`config.mk`:
```
export PLATFORM = sky130hd
export DESIGN_NAME = ebha_arbiter
export DESIGN_NICKNAME = d
export VERILOG_FILES = /design/src/ebha_pkg.sv /design/src/ebha_arbiter.sv
export VERILOG_INCLUDE_DIRS = /design/src
export SDC_FILE = /design/constraint.sdc
export NUM_CORES = 1
export LEC_CHECK = 0
export BUFFER_PORTS_ARGS = -buffer_cell sky130_fd_sc_hd__buf_2
export CAP_MARGIN = 30
export CORE_UTILIZATION = 50
export CTS_CLUSTER_SIZE = 20
export DETAILED_ROUTE_END_ITERATION = 10
export PLACE_DENSITY = 0.77
export SYNTH_ARGS = -nofsm -noshare
export SYNTH_HDL_FRONTEND = slang
export SYNTH_SLANG_ARGS = --single-unit
```
`constraint.sdc`:
```
create_clock -name clk -period 9.9 [get_ports clk]
set_input_delay 1.485 -clock clk [delete_from_list [all_inputs] [get_ports clk]]
set_output_delay 1.485 -clock clk [all_outputs]
set_load 0.02 [all_outputs]
```
`src/ebha_defs.svh`:
```
// Purpose: Constants for the external bus handshake arbiter.
// Assumes: One 20 MHz clock, synchronous active-low reset.
// Notes: The block's counts, widths and fixed DMA channel numbers live here.
//
// What this block does
// - Low acknowledge from outside holds our external access open.
// - Drive acknowledge low to stretch synchronous access of internal memory.
// - As bus slave, pull master's acknowledge low for wait states.
// - Bus master keeps acknowledge at its last driven level.
// - Bus suspend sampled low floats address, data, selects, strobes next cycle.
// - External access under bus suspend stalls until suspend releases.
// - Each of three interrupt inputs is edge or level triggered.
// - Each of four flag pins is input or output by control bit.
// - Timer reaching zero while enabled pulses timer expired four cycles.
// - On host request, master floats bus, then asserts host grant.
// - Host bus request beats every multiprocessor bus request.
// - Host grant stays low until host releases its request.
// - Only the bus master drives host grant; others monitor it.
// - Host ready driven low to add wait states to host access.
// - Host ready is open-drain unless the drive select bit is set.
// - Host ready is driven only while chip select and host request assert.
// - DMA pair 1 serves channel 7, pair 2 serves channel 6.
// - Drive only own request line by number; monitor the others.
// - Number n selects line n, zero means single processor, reset only.
// - Priority select high means rotating, low means fixed priority.
`ifndef EBHA_DEFS_SVH
`define EBHA_DEFS_SVH
`define EBHA_NUM_REQ 6
`define EBHA_NUM_IRQ 3
`define EBHA_NUM_FLAG 4
`define EBHA_EXPIRE_CYC 3'h4
`define EBHA_TMR_W 32
`define EBHA_ID_SINGLE 3'h0
`define EBHA_DMA_CH_PAIR1 3'h7
`define EBHA_DMA_CH_PAIR2 3'h6
`endif

```
`src/ebha_pkg.sv`:
```
// Purpose: Types for the external bus handshake arbiter.
// Assumes: Constants come from ebha_defs.svh.
// Notes: Bus drive enables travel together as one struct.
`include "ebha_defs.svh"
package ebha_pkg;
  typedef enum logic [1:0] {
    EBHA_OWN_SLAVE,
    EBHA_OWN_MASTER,
    EBHA_OWN_HOST
  } ebha_own_t;
  typedef struct packed {
    logic addr_oe;
    logic data_oe;
    logic sel_oe;
    logic strobe_oe;
  } ebha_bus_oe_t;
endpackage

```
`src/ebha_arbiter.sv`:
```
// Purpose: Bus ownership, wait-state and side-signal handshake logic.
// Assumes: All inputs are synchronous to clk; pins split as in/out/oe.
// Notes: Outputs are all registered, so every pin change lands a cycle late.
`timescale 1ns/100ps
`default_nettype none
`include "ebha_defs.svh"
module ebha_arbiter
  import ebha_pkg::*;
(
  // Clock, reset and enable.
  input wire logic clk,
  input wire logic rst_b,
  input wire logic clk_en,
  // Configuration straps.
  input wire logic [2:0] multiproc_number,
  input wire logic rotating_priority_select,
  input wire logic host_ack_drive_select,
  // Core access requests.
  input wire logic core_ext_req,
  input wire logic core_bus_want,
  output logic core_ext_done,
  output logic core_bus_owner,
  // Memory acknowledge pin.
  input wire logic ack_in,
  output logic ack_out,
  output logic ack_oe,
  input wire logic slave_sync_busy,
  // Bus suspend and bus drive enables.
  input wire logic bus_suspend_in_n,
  output ebha_bus_oe_t bus_oe,
  // Host handshake.
  input wire logic host_bus_request_n,
  input wire logic host_cs_n,
  input wire logic host_access_busy,
  input wire logic host_bus_grant_in_n,
  output logic host_bus_grant_n,
  output logic host_bus_grant_oe,
  output logic host_ready_out_n,
  output logic host_ready_oe,
  // Multiprocessor bus requests.
  input wire logic [`EBHA_NUM_REQ-1:0] multiproc_bus_request_in_n,
  output logic [`EBHA_NUM_REQ-1:0] multiproc_bus_request_n,
  output logic [`EBHA_NUM_REQ-1:0] multiproc_bus_request_oe,
  // Interrupt requests.
  input wire logic [`EBHA_NUM_IRQ-1:0] irq_in_n,
  input wire logic [`EBHA_NUM_IRQ-1:0] irq_edge_mode,
  input wire logic [`EBHA_NUM_IRQ-1:0] irq_clear,
  output logic [`EBHA_NUM_IRQ-1:0] irq_pending,
  // Flag pins.
  input wire logic [`EBHA_NUM_FLAG-1:0] flag_dir_out,
  input wire logic [`EBHA_NUM_FLAG-1:0] flag_out_value,
  input wire logic [`EBHA_NUM_FLAG-1:0] flag_in,
  output logic [`EBHA_NUM_FLAG-1:0] flag_out,
  output logic [`EBHA_NUM_FLAG-1:0] flag_oe,
  output logic [`EBHA_NUM_FLAG-1:0] flag_cond,
  // Timer.
  input wire logic timer_enable,
  input wire logic [`EBHA_TMR_W-1:0] timer_count_value,
  output logic timer_expired_out,
  // External DMA pairs: index 0 is pair 1, index 1 is pair 2.
  input wire logic [1:0] ext_dma_request_n,
  input wire logic [1:0] dma_grant_ok,
  output logic [1:0] ext_dma_grant_n,
  output logic [1:0] ext_dma_grant_oe,
  output logic [2:0] dma_req_channel_pair1,
  output logic [2:0] dma_req_channel_pair2,
  output logic [1:0] dma_req_valid
);

  // One-hot line mask for a processor number; zero gives no line.
  function automatic logic [`EBHA_NUM_REQ-1:0] line_of(input logic [2:0] n);
    logic [`EBHA_NUM_REQ-1:0] m;
    m = '0;
    for (int i = 0; i < `EBHA_NUM_REQ; i++) begin
      if (n == 3'(i + 1)) begin
        m[i] = 1'b1;
      end
    end
    return m;
  endfunction

  logic [2:0] my_num_reg;
  logic [`EBHA_NUM_REQ-1:0] my_line;
  logic single_proc;
  ebha_own_t own_reg, own_next;
  logic [2:0] last_master_reg;
  logic suspend_reg;
  logic ack_keep_reg;
  logic host_req;
  logic my_req;
  logic win;
  logic [`EBHA_NUM_REQ-1:0] others_req;
  logic [`EBHA_NUM_IRQ-1:0] irq_prev_reg;
  logic [2:0] texp_cnt_reg;
  logic [`EBHA_TMR_W-1:0] count_prev_reg;

  assign my_line = line_of(my_num_reg);
  assign single_proc = (my_num_reg == `EBHA_ID_SINGLE);
  assign host_req = ~host_bus_request_n;
  assign my_req = core_bus_want | core_ext_req;
  assign others_req = ~multiproc_bus_request_in_n & ~my_line;

  // Processor number is caught only while reset is held.
  // Moving it outside reset would shift our request line mid-arbitration.
  always_ff @(posedge clk) begin
    if (!rst_b) begin
      my_num_reg <= multiproc_number;
    end
  end

  // Arbitration: a line wins if no higher-priority line requests.
  // Fixed order favours line 1; rotating order starts after last master.
  always_comb begin
    logic blocked;
    int k;
    k = 0;
    blocked = 1'b0;
    win = 1'b0;
    if (single_proc) begin
      win = 1'b1;
    end else if (!rotating_priority_select) begin
      for (int i = 0; i < `EBHA_NUM_REQ; i++) begin
        if (my_line[i]) begin
          win = ~blocked;
        end
        blocked = blocked | others_req[i];
      end
    end else begin
      for (int j = 1; j <= `EBHA_NUM_REQ; j++) begin
        k = (int'(last_master_reg) + j - 1) % `EBHA_NUM_REQ;
        if (my_line[k]) begin
          win = ~blocked;
        end
        blocked = blocked | others_req[k];
      end
    end
  end

  // Ownership: the host outranks every processor request.
  // A slave holds still while another master is handing the bus to the host.
  always_comb begin
    own_next = own_reg;
    unique case (own_reg)
      EBHA_OWN_SLAVE: begin
        if (host_req && host_bus_grant_in_n) begin
          own_next = own_reg;
        end else if (my_req && win && !host_req) begin
          own_next = EBHA_OWN_MASTER;
        end
      end
      EBHA_OWN_MASTER: begin
        if (host_req) begin
          own_next = EBHA_OWN_HOST;
        end else if (!my_req && !single_proc) begin
          own_next = EBHA_OWN_SLAVE;
        end
      end
      EBHA_OWN_HOST: begin
        if (!host_req) begin
          own_next = single_proc ? EBHA_OWN_MASTER : EBHA_OWN_SLAVE;
        end
      end
      default: own_next = EBHA_OWN_SLAVE;
    endcase
  end

  always_ff @(posedge clk) begin
    if (!rst_b) begin
      own_reg <= EBHA_OWN_SLAVE;
      last_master_reg <= 3'h0;
    end else if (clk_en) begin
      own_reg <= own_next;
      if (own_next == EBHA_OWN_MASTER && own_reg != EBHA_OWN_MASTER &&
          !single_proc) begin
        last_master_reg <= my_num_reg;
      end
    end
  end

  // Bus request line: drive only our own line, asserted while wanting.
  always_ff @(posedge clk) begin
    if (!rst_b) begin
      multiproc_bus_request_n <= {`EBHA_NUM_REQ{1'b1}};
      multiproc_bus_request_oe <= '0;
    end else if (clk_en) begin
      multiproc_bus_request_oe <= my_line;
      multiproc_bus_request_n <=
        ~(my_line & {`EBHA_NUM_REQ{my_req}});
    end
  end

  // Host grant: driven by the master only, held low for the host.
  // Grant lags the float by a cycle, so the host never meets our drivers.
  always_ff @(posedge clk) begin
    if (!rst_b) begin
      host_bus_grant_n <= 1'b1;
      host_bus_grant_oe <= 1'b0;
    end else if (clk_en) begin
      host_bus_grant_oe <= (own_next != EBHA_OWN_SLAVE);
      host_bus_grant_n <= ~((own_next == EBHA_OWN_HOST) &&
                            (own_reg == EBHA_OWN_HOST));
    end
  end

  // Suspend is sampled, and floats the bus in the following cycle.
  always_ff @(posedge clk) begin
    if (!rst_b) begin
      suspend_reg <= 1'b0;
      bus_oe <= '0;
      core_bus_owner <= 1'b0;
    end else if (clk_en) begin
      suspend_reg <= ~bus_suspend_in_n;
      core_bus_owner <= (own_next == EBHA_OWN_MASTER);
      bus_oe <= (own_next == EBHA_OWN_MASTER && bus_suspend_in_n) ?
                '1 : '0;
    end
  end

  // External access completes only with ack high and no suspend.
  // Done is a one-cycle pulse per cycle of completion.
  // Both the sampled and the live suspend gate it, so none slips past.
  always_ff @(posedge clk) begin
    if (!rst_b) begin
      core_ext_done <= 1'b0;
    end else if (clk_en) begin
      core_ext_done <= core_ext_req && own_reg == EBHA_OWN_MASTER &&
                       ack_keep_reg && !suspend_reg &&
                       bus_suspend_in_n;
    end
  end

  // The keeper holds the last driven acknowledge level when nobody drives.
  // Our own drive is captured too, so releasing the pin keeps its level.
  always_ff @(posedge clk) begin
    if (!rst_b) begin
      ack_keep_reg <= 1'b1;
    end else if (clk_en) begin
      ack_keep_reg <= ack_oe ? ack_out : ack_in;
    end
  end

  // As slave we pull acknowledge low while our memory is busy.
  always_ff @(posedge clk) begin
    if (!rst_b) begin
      ack_out <= 1'b1;
      ack_oe <= 1'b0;
    end else if (clk_en) begin
      ack_oe <= (own_next == EBHA_OWN_SLAVE) && slave_sync_busy;
      ack_out <= ~slave_sync_busy;
    end
  end

  // Host ready: open-drain drives only low unless active drive is chosen.
  // Active drive also shows ready high, which open drain leaves to a pull-up.
  always_ff @(posedge clk) begin
    if (!rst_b) begin
      host_ready_out_n <= 1'b1;
      host_ready_oe <= 1'b0;
    end else if (clk_en) begin
      host_ready_out_n <= ~host_access_busy;
      host_ready_oe <= !host_cs_n && host_req &&
                       (host_access_busy || host_ack_drive_select);
    end
  end

  // Interrupts: edge mode latches a falling edge, level mode follows.
  // A new edge in the clear cycle wins over the clear.
  always_ff @(posedge clk) begin
    if (!rst_b) begin
      irq_prev_reg <= '1;
      irq_pending <= '0;
    end else if (clk_en) begin
      irq_prev_reg <= irq_in_n;
      for (int i = 0; i < `EBHA_NUM_IRQ; i++) begin
        if (irq_edge_mode[i]) begin
          if (irq_prev_reg[i] && !irq_in_n[i]) begin
            irq_pending[i] <= 1'b1;
          end else if (irq_clear[i]) begin
            irq_pending[i] <= 1'b0;
          end
        end else begin
          irq_pending[i] <= ~irq_in_n[i];
        end
      end
    end
  end

  // Flags: direction bit picks output drive or input condition.
  always_ff @(posedge clk) begin
    if (!rst_b) begin
      flag_out <= '0;
      flag_oe <= '0;
      flag_cond <= '0;
    end else if (clk_en) begin
      flag_oe <= flag_dir_out;
      flag_out <= flag_out_value;
      flag_cond <= flag_in & ~flag_dir_out;
    end
  end

  // Timer expiry: a fresh arrival at zero starts a four-cycle pulse.
  // A count parked at zero must not retrigger, hence the nonzero old count.
  always_ff @(posedge clk) begin
    if (!rst_b) begin
      count_prev_reg <= '0;
      texp_cnt_reg <= 3'h0;
      timer_expired_out <= 1'b0;
    end else if (clk_en) begin
      count_prev_reg <= timer_count_value;
      if (timer_enable && timer_count_value == '0 &&
          count_prev_reg != '0) begin
        texp_cnt_reg <= `EBHA_EXPIRE_CYC - 3'h1;
        timer_expired_out <= 1'b1;
      end else if (texp_cnt_reg != 3'h0) begin
        texp_cnt_reg <= texp_cnt_reg - 3'h1;
        timer_expired_out <= 1'b1;
      end else begin
        timer_expired_out <= 1'b0;
      end
    end
  end

  // External DMA: pair 1 maps to channel 7, pair 2 to channel 6.
  // Grants float with the rest of the bus when we are not master.
  always_ff @(posedge clk) begin
    if (!rst_b) begin
      dma_req_valid <= 2'h0;
      dma_req_channel_pair1 <= `EBHA_DMA_CH_PAIR1;
      dma_req_channel_pair2 <= `EBHA_DMA_CH_PAIR2;
      ext_dma_grant_n <= 2'h3;
      ext_dma_grant_oe <= 2'h0;
    end else if (clk_en) begin
      dma_req_valid <= ~ext_dma_request_n;
      dma_req_channel_pair1 <= `EBHA_DMA_CH_PAIR1;
      dma_req_channel_pair2 <= `EBHA_DMA_CH_PAIR2;
      ext_dma_grant_n <= ~(dma_grant_ok & ~ext_dma_request_n);
      ext_dma_grant_oe <= {2{own_next == EBHA_OWN_MASTER && bus_suspend_in_n}};
    end
  end

endmodule
`default_nettype wire

```
==> results of run 1 <==
[critical path, stage by stage (launching register included)]
cell and delay (ns):
dfxtp_1 0.82, inv_2 0.25, ha_1 0.28, xnor2_1 0.40
ha_1 0.32, inv_1 0.08, nand4_1 0.07, a22oi_1 0.36
mux2i_1 0.23, o221ai_1 0.14, a211oi_2 0.25, o22ai_2 0.16
nor4b_4 0.35, mux2i_1 0.22
[synth_stat cells (all sizes together) (6+ instances only)]
cell / instances
nand2b: 6
a21oi: 21
nand2: 46
inv: 25
o32ai: 8
clkbuf: 21
nor2: 78
nand3: 9
mux2i: 55
or2: 6
buf: 23
nor2b: 6
o21ai: 29
nand3b: 8
o211ai: 7
ha: 12
dfxtp: 86
nor4: 15
[per-stage QoR]
step / util / power (mW)
5_1_grt: 0.6144 / 0.8664
6_report: 0.6144 / 0.8227
2_1_floorplan: - / 0.5370
4_1_cts: 0.6144 / 0.8227
3_5_place_dp: 0.5930 / 0.5901
3_3_place_gp: 0.5908 / 0.5805
[cell type report]
class                   count  share of cell area
repair buffers            127              0.1200
clock inverters             5            0.006871
clock buffers              11             0.02794
flip-flops and latches     89              0.3317
well taps                 108             0.02474
multi-input cells         393              0.4716
inverters                  25             0.01718
[logic make-up (layout without fill, tap and decap cells)]
family                   count (synthesis)  after routing  share of synthesized area
AND/OR/NAND/NOR                        202            202                     0.2181
AO/OA/AOI/OAI                          108            108                     0.1567
flip-flops                              89             89                     0.3865
buffers and inverters                   69            168                    0.06700
multiplexers                            58             58                     0.1247
adder cells (fa/ha/maj)                 13             13                    0.03417
XOR/XNOR                                 6              6                    0.01121
other                                    2              6                   0.001602
[how the worst max path moves through the flow]
stage | start | to | slack [ns] | cells past startpoint
floorplan | multiproc_bus_request_in_n[0] | last_master_reg[0] | 6.28 | 9
global placement | multiproc_bus_request_in_n[0] | last_master_reg[2] | 5.89 | 10
detailed placement | multiproc_bus_request_in_n[0] | last_master_reg[0] | 5.84 | 10
CTS | last_master_reg[0] | last_master_reg[2] | 5.87 | 13
global route | last_master_reg[0] | last_master_reg[2] | 5.55 | 12
finish | last_master_reg[0] | last_master_reg[2] | 5.90 | 13
[power groups by stage]
| stage | logic [mW] | clock network [mW] | registers, mW |
|---|---|---|---|
| 2_1_floorplan | 0.122 | 0 | 0.415 |
| 3_3_place_gp | 0.169 | 0 | 0.412 |
| 3_5_place_dp | 0.177 | 0 | 0.413 |
| 6_report | 0.180 | 0.237 | 0.406 |
| 4_1_cts | 0.179 | 0.238 | 0.405 |
| 5_1_grt | 0.200 | 0.257 | 0.409 |
[routing by layer]
metal	wire length, um	track usage	vias to the layer above
met3	599	0.05035	21
met2	5375	0.4002	139
li1	-	-	2120
met4	238	0.08840	0
met5	0	0	-
met1	5170	0.3115	1982
==> flow_metrics.tcl, run 1 <==
set metrics [dict create \
    run_status "finished clean" \
    vias_per_cell 5.623 \
    r2r_setup_slack_ns 5.90 \
    core_area_um2 8891 \
    synth_area_um2 4687 \
    portBuffers 125 \
    path_max_fanout 21 \
    overflow 0 \
    syn_avg_cell_area_um2 8.569 \
    layout_common_cells "buf_2, dfxtp_1, nor2_1, mux2i_1, nand2_1" \
    path_clk_slew_ns 0.09 \
    finalCritPeriodShare 0.4038 \
    internal-power_mw 0.5699 \
    seq_area_um2 1812 \
    finalNonFillerCells 758 \
    htreeDepth 3 \
    yosysTopAreaCellShare 0.3673 \
    finalHoldViolCount 0 \
    antenna_left 0 \
    diodes 0 \
    grt_max_degree 51 \
    fin_skew_ns 0.008930 \
    grt_pass1_wl_um 19180 \
    route.detailed.drc 0 \
    vias 4262 \
    synthCells 547 \
    nets 738 \
    grt_pass1_vias 4146 \
    seqPwrFrac 0.493 \
    hpwl_um 8432 \
    cts_setup_buffers 0 \
    final_common_cell "buf_2" \
    cts.path.max_buffers 2 \
    post_cts_resized 0 \
    largest_reg_flops 32 \
    synthFlopType "dfxtp_1" \
    cts_hold_buf 0 \
    whs_ns 0.4536 \
    numClockSinks 89 \
    cp-start-kind "flop" \
    crit_path_end_kind "flop" \
    drive_gt1_frac 0.2492 \
    fin_tns_setup_ns 0 \
    p_leak_nw 2.459 \
    powerDensity_nw_per_um2 150.6 \
    worstMarginPinSlew_ns 0.8310 \
    hold_depth 2 \
    fin_area_um2 5463 \
    synth-edff-count 3 \
    cts_buffers 9 \
    hold_path_end "irq_pending[1]" \
    die_h_um 98.82 \
    syn_to_final_growth_pct 16.55 \
    grtUsageTotal 0.2419 \
    fp.dieArea_um2 9765 \
    gp_congestion 0.9066 \
    worst_slack_ns 5.902 \
    r2r_cells 13 \
    place_area_um2 5273 \
    clockPowerShare 0.289 \
    wl_per_cell_um 15.02 \
    p_sw_mw 0.2528 \
    multiInputGateArea_um2 2576 \
    die_w_um 98.82 \
    nFillCells 764 \
    dp_slack_ns 5.839 \
    first_pass_iters 4 \
    start_util 0.5272 \
    crit_arrival_ns 4.28 \
    ys_ff_latch 89 \
    worstPathRequired_ns 10.18 \
    synth_top_area_cell "dfxtp_1" \
    ir_drop_v 0.0001189 \
    slew_headroom 0.4460 \
    grt_antenna_before_repair 0 \
    clk_latency_ns 0.36 \
    maxSlewViolCount 0 \
    drt_iter0_markers 202 \
    max_cap_violations 0 \
    crit_type "reg2reg" \
    reg2reg_to "last_master_reg[2]" \
    seq_area_frac_synth 0.3865 \
    cts_tree "built" \
    synth.area.top_cells "dfxtp_1, mux2i_1, nor2_1, nand2_1, ha_1" \
    routed_wl_um 11390 \
    async_reset_ff_frac 0 \
    place_inst 742 \
    p_sw_frac 0.3072 \
    synth.distinct_cells 67 \
    clock.fmax_mhz 250.1 \
    hold_path.class "reg2reg" \
    hp-start "irq_pending[1]" \
    combinationalPowerShare 0.218 \
    rsz0062_at_grt "no" \
    cts_root_buf "clkbuf_8" \
    rr_startpoint "last_master_reg[0]" \
    setup_viol 0 \
    period_minus_slack_ns 3.998 \
    rows 34 \
    ioPinCount 133 \
    synth_warnings 0 \
]
(Power assumes the default switching activity.)
==> inputs of run 2 (changes only) <==
--- a/config.mk
+++ b/config.mk
@@ -8,10 +8,10 @@
 export LEC_CHECK = 0
 export BUFFER_PORTS_ARGS = -buffer_cell sky130_fd_sc_hd__buf_2
 export CAP_MARGIN = 30
-export CORE_UTILIZATION = 50
+export CORE_UTILIZATION = 47
 export CTS_CLUSTER_SIZE = 20
 export DETAILED_ROUTE_END_ITERATION = 10
-export PLACE_DENSITY = 0.77
+export PLACE_DENSITY = 0.76
 export SYNTH_ARGS = -nofsm -noshare
 export SYNTH_HDL_FRONTEND = slang
 export SYNTH_SLANG_ARGS = --single-unit
==> constraint.sdc (replaced) <==
create_clock -name clk -period 3.62 [get_ports clk]
set_input_delay 0.543 -clock clk [delete_from_list [all_inputs] [get_ports clk]]
set_output_delay 0.543 -clock clk [all_outputs]
set_load 0.02 [all_outputs]
==> run 2 against run 1 <==
Compared with the run above: clock skew increased by 0.0038 ns; largest cell class unchanged; design area grew 2.3%; global-route usage fell by 0.22 points.
==> flow_metrics.tcl, run 2 (synthesized netlist as in run 1, its figures left out) <==
set metrics [dict create \
    run_status "finished clean" \
    die_w_um 101.9 \
    drt_iter0_markers 260 \
    cts_root_buf "clkbuf_8" \
    cts_buffers 9 \
    syn_to_final_growth_pct 19.22 \
    largest_reg_flops 32 \
    hp-start "ext_dma_request_n[0]" \
    p_leak_nw 2.522 \
    ioPinCount 133 \
    rows 36 \
    hold_depth 2 \
    grt_max_degree 59 \
    finalHoldViolCount 0 \
    nFillCells 904 \
    grt_pass1_vias 4206 \
    route.detailed.drc 0 \
    start_util 0.4817 \
    hold_path.class "in2reg" \
    ir_drop_v 0.0002765 \
    drive_gt1_frac 0.2667 \
    hpwl_um 8976 \
    setup_viol 0 \
    multiInputGateArea_um2 2590 \
    crit_arrival_ns 3.62 \
    cts_setup_buffers 0 \
    rsz0062_at_grt "no" \
    die_h_um 101.9 \
    r2r_setup_slack_ns 0.28 \
    antenna_left 0 \
    grtUsageTotal 0.2396 \
    first_pass_iters 5 \
    numClockSinks 89 \
    whs_ns 0.3652 \
    worstMarginPinSlew_ns 0.8532 \
    path_clk_slew_ns 0.09 \
    diodes 0 \
    rr_startpoint "last_master_reg[2]" \
    grt_antenna_before_repair 0 \
    crit_path_end_kind "flop" \
    nets 748 \
    crit_type "reg2reg" \
    final_common_cell "buf_2" \
    fp.dieArea_um2 10380 \
    vias 4352 \
    routed_wl_um 11800 \
    maxSlewViolCount 0 \
    wl_per_cell_um 14.88 \
    layout_common_cells "buf_2, dfxtp_1, nor2_1, mux2i_1, nand2_1" \
    period_minus_slack_ns 3.341 \
    r2r_cells 14 \
    cts_tree "built" \
    hold_path_end "dma_req_valid[0]" \
    worstPathRequired_ns 3.90 \
    cts.path.max_buffers 2 \
    core_area_um2 9729 \
    grt_pass1_wl_um 19690 \
    fin_tns_setup_ns 0 \
    place_area_um2 5379 \
    seq_area_um2 1814 \
    fin_area_um2 5588 \
    slew_headroom 0.4312 \
    max_cap_violations 0 \
    htreeDepth 3 \
    cp-start-kind "flop" \
    portBuffers 125 \
    clk_latency_ns 0.35 \
    clock.fmax_mhz 299.3 \
    vias_per_cell 5.488 \
    reg2reg_to "last_master_reg[0]" \
    powerDensity_nw_per_um2 407.6 \
    finalCritPeriodShare 0.9228 \
    overflow 0 \
    fin_skew_ns 0.01274 \
    gp_congestion 0.8850 \
    path_max_fanout 5 \
]
run 2: cell count changes in the layout (fill, tap and decap cells not counted), sizes merged:
cell / previous run / this run
buf: 127 / 137
bufinv: 0 / 1
clkbuf: 11 / 10
clkinv: 2 / 1
inv: 26 / 27
run 2: critical path, cell delays in order, from the launching register on:
cell and delay [ns]:
dfxtp_1 0.33, inv_1 0.07, ha_1 0.19, nand2_1 0.15, nand2_1 0.08, ha_1 0.30, nor2b_1 0.20, a211oi_1 0.12
a311oi_2 0.32, mux2_2 0.39, o211ai_1 0.23, a311o_1 0.17, o22ai_2 0.11, nor4b_4 0.36, mux2i_1 0.24
run 2: layer usage:
metal / track usage / up-vias / routed length (um)
li1: - / 2141 / -
met1: 0.3030 / 2026 / 5054
met2: 0.4018 / 167 / 5675
met3: 0.05404 / 18 / 852
met4: 0.08681 / 0 / 219
met5: 0 / - / 0
run 2: power breakdown:
group	total, mW	switching, mW	internal [mW]
clock network	0.674	0.353	0.321
logic	0.502	0.285	0.218
registers	1.10	0.0477	1.05
run 2: metrics by stage:
stage	instances	power (mW)	setup WS, ns	util
final	793	2.278	0.2793	0.5743
after global routing	793	2.404	0.04329	0.5743
after CTS	793	2.289	0.1689	0.5727
after detailed placement	777	1.621	0.2058	0.5529
after global placement	776	1.593	0.3394	0.5508
after floorplan	551	1.469	0.2196	-
run 2: layout make-up:
cell class,instances,share of cell area
inverters,25,0.01679
multi-input cells,393,0.4635
clock inverters,6,0.01164
flip-flops and latches,89,0.3247
clock buffers,10,0.02284
well taps,133,0.02978
repair buffers,137,0.1308
run 2: repair_timing:
action,4_1_cts,5_1_grt
hold buffers,0,0
resized for setup,0,4
setup endpoints to repair,0,3
hold endpoints to repair,0,0
run 2: worst max path at each step:
| stage | slack (ns) | start | depth (start not counted) | end |
|---|---|---|---|---|
| floorplan | 0.22 | last_master_reg[2] | 16 | last_master_reg[0] |
| global placement | 0.34 | last_master_reg[1] | 13 | last_master_reg[0] |
| detailed placement | 0.21 | last_master_reg[0] | 12 | last_master_reg[0] |
| CTS | 0.17 | last_master_reg[1] | 13 | last_master_reg[0] |
| global route | 0.04 | last_master_reg[1] | 14 | last_master_reg[0] |
| finish | 0.28 | last_master_reg[2] | 14 | last_master_reg[0] |
